==> config.mk <==
export PLATFORM = sky130hd
export DESIGN_NAME = fbsa_err_led
export DESIGN_NICKNAME = d
export VERILOG_FILES = /design/src/fbsa_pkg.sv /design/src/fbsa_err_led.sv
export SDC_FILE = /design/constraint.sdc
export NUM_CORES = 1
export LEC_CHECK = 0
export BUFFER_PORTS_ARGS = -buffer_cell sky130_fd_sc_hd__buf_4
export CAP_MARGIN = 10
export CORE_MARGIN = 2
export CORE_UTILIZATION = 25
export DETAILED_ROUTE_END_ITERATION = 8
export HOLD_SLACK_MARGIN = 0.08
export PLACE_DENSITY = 0.39
export SETUP_SLACK_MARGIN = 0.15
export SYNTH_ARGS = -nofsm -noshare
export SYNTH_HDL_FRONTEND = slang
export SYNTH_SLANG_ARGS = --single-unit
==> constraint.sdc <==
create_clock -name clk -period 2.4 [get_ports clk]
set_input_delay 0.36 -clock clk [delete_from_list [all_inputs] [get_ports clk]]
set_output_delay 0.36 -clock clk [all_outputs]
set_load 0.03 [all_outputs]
==> src/fbsa_pkg.sv <==
// constants, types and register map of the fieldbus slave alarm checker
package fbsa_pkg;

    // ------------------------------------------------------------
    // timing
    // ------------------------------------------------------------
    localparam int CLK_PERIOD_NS = 20;
    localparam int MS_NS = 1000000;
    localparam int MS_CYC = (MS_NS + CLK_PERIOD_NS - 1) / CLK_PERIOD_NS;
    localparam int BLINK_MS = 200;
    localparam int FLICKER_MS = 50;
    localparam int DFLASH_ON_MS = 200;
    localparam int DFLASH_GAP_MS = 200;
    localparam int DFLASH_OFF_MS = 1000;
    localparam logic [10:0] BLINK_PER = 11'(2 * BLINK_MS);
    localparam logic [10:0] BLINK_ON = 11'(BLINK_MS);
    localparam logic [10:0] FLICK_PER = 11'(2 * FLICKER_MS);
    localparam logic [10:0] FLICK_ON = 11'(FLICKER_MS);
    localparam logic [10:0] DFL_ON1 = 11'(DFLASH_ON_MS);
    localparam logic [10:0] DFL_ON2_B = 11'(DFLASH_ON_MS + DFLASH_GAP_MS);
    localparam logic [10:0] DFL_ON2_E =
        11'(2 * DFLASH_ON_MS + DFLASH_GAP_MS);
    localparam logic [10:0] DFL_PER =
        11'(2 * DFLASH_ON_MS + DFLASH_GAP_MS + DFLASH_OFF_MS);

    // ------------------------------------------------------------
    // register map (word index, byte address is four times it)
    // ------------------------------------------------------------
    localparam logic [13:0] IDX_IRQ_STAT = 14'h3740;
    localparam logic [13:0] IDX_IRQ_MASK = 14'h3741;
    localparam logic [13:0] IDX_ALM_CLR = 14'h3742;
    localparam logic [13:0] IDX_TIMEOUT = 14'h3743;
    localparam logic [13:0] IDX_ALM_STAT = 14'h3744;
    localparam logic [15:0] TIMEOUT_RST = 16'h0000;
    localparam logic [3:0] MASK_RST = 4'h0;
    localparam int TIMEOUT_SIGN = 15;

    // ------------------------------------------------------------
    // protocol values
    // ------------------------------------------------------------
    localparam logic [7:0] MAP_MAX_BYTES = 8'h20;
    localparam logic [15:0] AL_TX_MAP = 16'h0024;
    localparam logic [15:0] AL_RX_MAP = 16'h0025;
    localparam logic [15:0] AL_LINK = 16'h0000;
    localparam logic [15:0] AL_EEPROM = 16'h0051;
    localparam logic [15:0] AL_NONE = 16'h0000;
    localparam logic [3:0] ESM_INIT = 4'h1;
    localparam logic [3:0] ESM_PREOP = 4'h2;
    localparam logic [3:0] ESM_SAFEOP = 4'h4;
    localparam logic [3:0] ESM_OP = 4'h8;
    localparam logic [1:0] SYNC_OTHER = 2'h3;
    localparam int EE_ERR_LO = 11;
    localparam int EE_ERR_HI = 14;
    localparam int NPORT = 2;

    // ------------------------------------------------------------
    // types
    // ------------------------------------------------------------
    typedef enum logic [1:0] {
        LED_OFF,
        LED_BLINK,
        LED_DFLASH,
        LED_FLICKER
    } fbsa_led_pat_t;

    typedef enum logic {
        BUS_IDLE,
        BUS_ACK
    } fbsa_bus_st_t;

    typedef struct packed {
        logic ee;
        logic link;
        logic rx;
        logic tx;
    } fbsa_alarms_t;

    typedef struct packed {
        logic read;
        logic write;
        logic [13:0] idx;
        logic [31:0] wdata;
        logic [3:0] be;
    } fbsa_avm_req_t;

endpackage

==> src/fbsa_err_led.sv <==
// error indicator pattern generator
`timescale 1ns/10ps
`default_nettype none
module fbsa_err_led (
    input wire logic clk,
    input wire logic rst,
    input wire logic ms_tick,
    input wire fbsa_pkg::fbsa_led_pat_t pattern,
    output logic led
);
    fbsa_pkg::fbsa_led_pat_t pat_q;
    logic [10:0] ph_q;
    logic [10:0] per;
    logic on_d;

    always_comb begin
        per = fbsa_pkg::BLINK_PER;
        on_d = 1'b0;
        unique case (pat_q)
            fbsa_pkg::LED_OFF: begin
                per = fbsa_pkg::BLINK_PER;
                on_d = 1'b0;
            end
            fbsa_pkg::LED_BLINK: begin
                per = fbsa_pkg::BLINK_PER;
                on_d = ph_q < fbsa_pkg::BLINK_ON;
            end
            fbsa_pkg::LED_FLICKER: begin
                per = fbsa_pkg::FLICK_PER;
                on_d = ph_q < fbsa_pkg::FLICK_ON;
            end
            fbsa_pkg::LED_DFLASH: begin
                per = fbsa_pkg::DFL_PER;
                on_d = (ph_q < fbsa_pkg::DFL_ON1) ||
                    (ph_q >= fbsa_pkg::DFL_ON2_B &&
                    ph_q < fbsa_pkg::DFL_ON2_E);
            end
        endcase
    end

    // restart the phase whenever the pattern changes
    always_ff @(posedge clk) begin
        if (rst) begin
            pat_q <= fbsa_pkg::LED_OFF;
            ph_q <= 11'h000;
        end else if (pattern != pat_q) begin
            pat_q <= pattern;
            ph_q <= 11'h000;
        end else if (ms_tick) begin
            ph_q <= (ph_q + 11'h001 >= per) ? 11'h000 : ph_q + 11'h001;
        end
    end

    always_ff @(posedge clk) begin
        if (rst) begin
            led <= 1'b0;
        end else begin
            led <= on_d;
        end
    end

    a_led_dark_off: assert property (@(posedge clk) disable iff (rst)
        pat_q == fbsa_pkg::LED_OFF |=> !led)
        else $error("indicator lit with no alarm");
endmodule // fbsa_err_led
`default_nettype wire

==> flow_metrics.py <==
metrics = {
    "route": {
        "avgRoutedWirePerCell_um": 14.0,
        "drt_iter0_markers": 28,
        "wl_um": 2820,
        "wl_met2_um": 1470,
        "vias_per_cell": 4.87,
        "drc_errors": 0,
        "antenna_left": 0,
        "maxUsedRoutingLayer": "met4",
        "vias": 984,
        "first_pass_iters": 4,
        "met3WireLength_um": 57,
        "drt-met1-wl_um": 1270,
    },
    "placement": {
        "portBuffers": 5,
        "dp_worst_setup_slack_ps": -119,
        "gp_congestion": 0.771,
        "dp.cells": 190,
        "dp_hpwl_um": 2050,
    },
    "synth": {
        "netlist_area_um2": 1020,
        "synthCells": 123,
        "synthDistinctLibCells": 36,
        "yosys_warnings": 0,
        "ys_ff_latch": 14,
        "syn-num-nets": 137,
        "synth-seq-area-share": 0.274,
        "syn_avg_cell_area_um2": 8.33,
    },
    "final_layout": {
        "diodes": 0,
        "layout_common_cells": "buf_4 (34), nor2_1 (14), nand2_1 (10)",
        "stdcell_count": 202,
        "drive_gt1_frac": 0.441,
        "final_common_cell": "buf_4",
        "nets": 168,
        "area_growth_pct": 42.5,
    },
    "timing": {
        "layout_worst_path_cycle_share": 0.994,
        "setup_viol": 0,
        "max_slew_margin": 0.701,
        "max_freq_mhz": 419,
        "rsz0062_at_grt": "true",
        "worst_pin_slew_ps": 448,
        "final-hold-violation-count": 0,
        "fin_ws_ps": 13.3,
        "min_period_ps": 2390,
        "fin_tns_setup_ps": 0,
        "clock_skew_ps": 6.00,
        "slew_viol_final": 0,
    },
    "cts": {
        "clk_pin_slew_worst_paths_ps": 60,
        "clock_latency_ps": 240,
        "cts_root_buf": "clkbuf_8",
        "cts_buffer_depth": 2,
        "cts_tree": "done",
        "htree_num_levels": 1,
        "cts_sinks": 14,
        "cts_hold_buf": 0,
        "cts_buffers": 3,
    },
    "status": {
        "outcome": "completed",
    },
    "floorplan": {
        "die_w_um": 68.0,
        "die_h_um": 68.0,
        "start_util": 0.258,
        "row_count": 23,
        "dieArea_um2": 4630,
        "ios": 6,
        "coreArea_um2": 3970,
    },
    "setup_path": {
        "cp-start-kind": "flip-flop",
        "end_kind": "flip-flop",
        "required_ps": 2570,
        "path_class": "reg -> reg",
        "cp_max_fo": 5,
        "arrival_ps": 2560,
    },
    "grt": {
        "overflow": 0,
        "grt_pass1_vias": 963,
        "grt_pass1_wl_um": 4760,
        "grt_start_max_net_pins": 12,
        "grtUsageTotal": 0.141,
        "antenna_found_initial": 0,
    },
    "pwr": {
        "p_int_mw": 0.369,
        "peakVddDrop_mv": 0.391,
        "pwr-share-comb": 0.111,
        "pwr-share-seq": 0.490,
        "swShare": 0.244,
        "p_sw_mw": 0.119,
        "pwr-share-clk": 0.400,
        "p_leak_nw": 0.635,
        "cellPowerDensity_nw_per_um2": 334,
    },
    "flow_run": {
        "cap_violations": 0,
    },
    "min_path": {
        "hp-class": "in -> reg",
    },
}
-- layer usage --
layer	up-vias	GRT usage
li1	495	-
met5	-	0
met1	479	0.175
met3	2	0.0345
met2	8	0.248
met4	0	0.0225
-- stage by stage --
stage | utilization | area (µm²) | total power [mW] | hold slack (ps)
final | 0.368 | 1460 | 0.487 | 299
after global routing | 0.368 | 1460 | 0.511 | 300
after CTS | 0.349 | 1390 | 0.493 | 294
after detailed placement | 0.307 | 1220 | 0.292 | 555
after global placement | 0.307 | 1220 | 0.292 | 549
after floorplan | - | 1040 | 0.273 | 432
-- synthesized netlist by cell type --
master / n / area (µm²)
or3_1: 2 / 12.5
nand4_1: 4 / 25.0
o2111ai_1: 1 / 8.76
o31ai_1: 1 / 7.51
a21oi_1: 4 / 20.0
a22oi_1: 8 / 60.1
a21o_1: 1 / 7.51
buf_4: 2 / 15.0
nand3_1: 5 / 25.0
clkbuf_1: 3 / 11.3
o21ai_0: 1 / 5.00
nand2_1: 11 / 41.3
mux2i_1: 1 / 10.0
o211ai_1: 1 / 7.51
nor2b_1: 2 / 12.5
and4_1: 1 / 8.76
dfxtp_1: 14 / 280
ha_1: 9 / 113
a31oi_1: 4 / 25.0
or2_2: 1 / 6.26
nor4_1: 1 / 6.26
buf_6: 1 / 11.3
inv_1: 6 / 22.5
nor2_1: 15 / 56.3
a2111oi_4: 1 / 27.5
nand2b_1: 1 / 6.26
clkbuf_8: 3 / 41.3
a211oi_2: 1 / 12.5
o221a_1: 1 / 11.3
buf_2: 1 / 5.00
xnor2_1: 4 / 35.0
nor3_1: 4 / 20.0
and3_1: 1 / 6.26
xor2_1: 5 / 43.8
o21a_1: 1 / 7.51
and4_2: 1 / 10.0
-- cells by family (layout without fill, tap and decap cells) --
| family | after synthesis | in the layout | share of synthesized area |
|---|---|---|---|
| mux | 1 | 1 | 0.00977 |
| fa+ha+maj | 9 | 9 | 0.110 |
| simple gates | 49 | 49 | 0.231 |
| compound gates | 25 | 25 | 0.195 |
| buf+inv | 16 | 45 | 0.104 |
| flops | 14 | 14 | 0.274 |
| xor+xnor | 9 | 9 | 0.0769 |
-- timing repair --
item / in CTS / in global routing
resized for setup: 17 / 14
setup endpoints to repair: 11 / 11
pin swaps: 18 / 15
cloned: 0 / 0
setup buffers: 7 / 2
-- flip-flops by register name, indices dropped and copies added (netlist names) --
name,count
led,1
ph_q,11
pat_q,2
-- power by group through the flow --
stage | Sequential [mW] | Clock [mW] | Combinational (mW)
after floorplan | 0.247 | 0 | 0.0258
after global placement | 0.246 | 0 | 0.0460
after detailed placement | 0.246 | 0 | 0.0464
after CTS | 0.239 | 0.205 | 0.0488
after global routing | 0.239 | 0.212 | 0.0601
final | 0.239 | 0.195 | 0.0539
-- critical path, cell delays in order, from the launching register on --
cell and delay [ps]:
dfxtp_4 380, nand3_4 100, buf_4 150, o21a_1 200, or2_2 300, ha_1 300
nand3_1 120, a21oi_2 80, a211oi_4 330, buf_6 180, a22oi_1 60, nor2_1 110
-- path summary, 6_finish.rpt --
path | startpoint | end | slack [ps] | cells after the start
setup / recovery | ph_q[2] | ph_q[9] | 10 | 11
hold / removal | rst | pat_q[1] | 300 | 2
setup reg to reg | ph_q[2] | ph_q[9] | 10 | 11
hold reg to reg | ph_q[10] | led | 620 | 2
-- cell type report --
class / instances / area [µm²]
fillers: 418 / 2510
repair buffers: 36 / 278
multi-input cells: 93 / 761
well taps: 50 / 62.6
flip-flops and latches: 14 / 295
clock buffers: 3 / 41.3
inverters: 6 / 22.5
No activity file was read; power rests on OpenSTA's default activity.
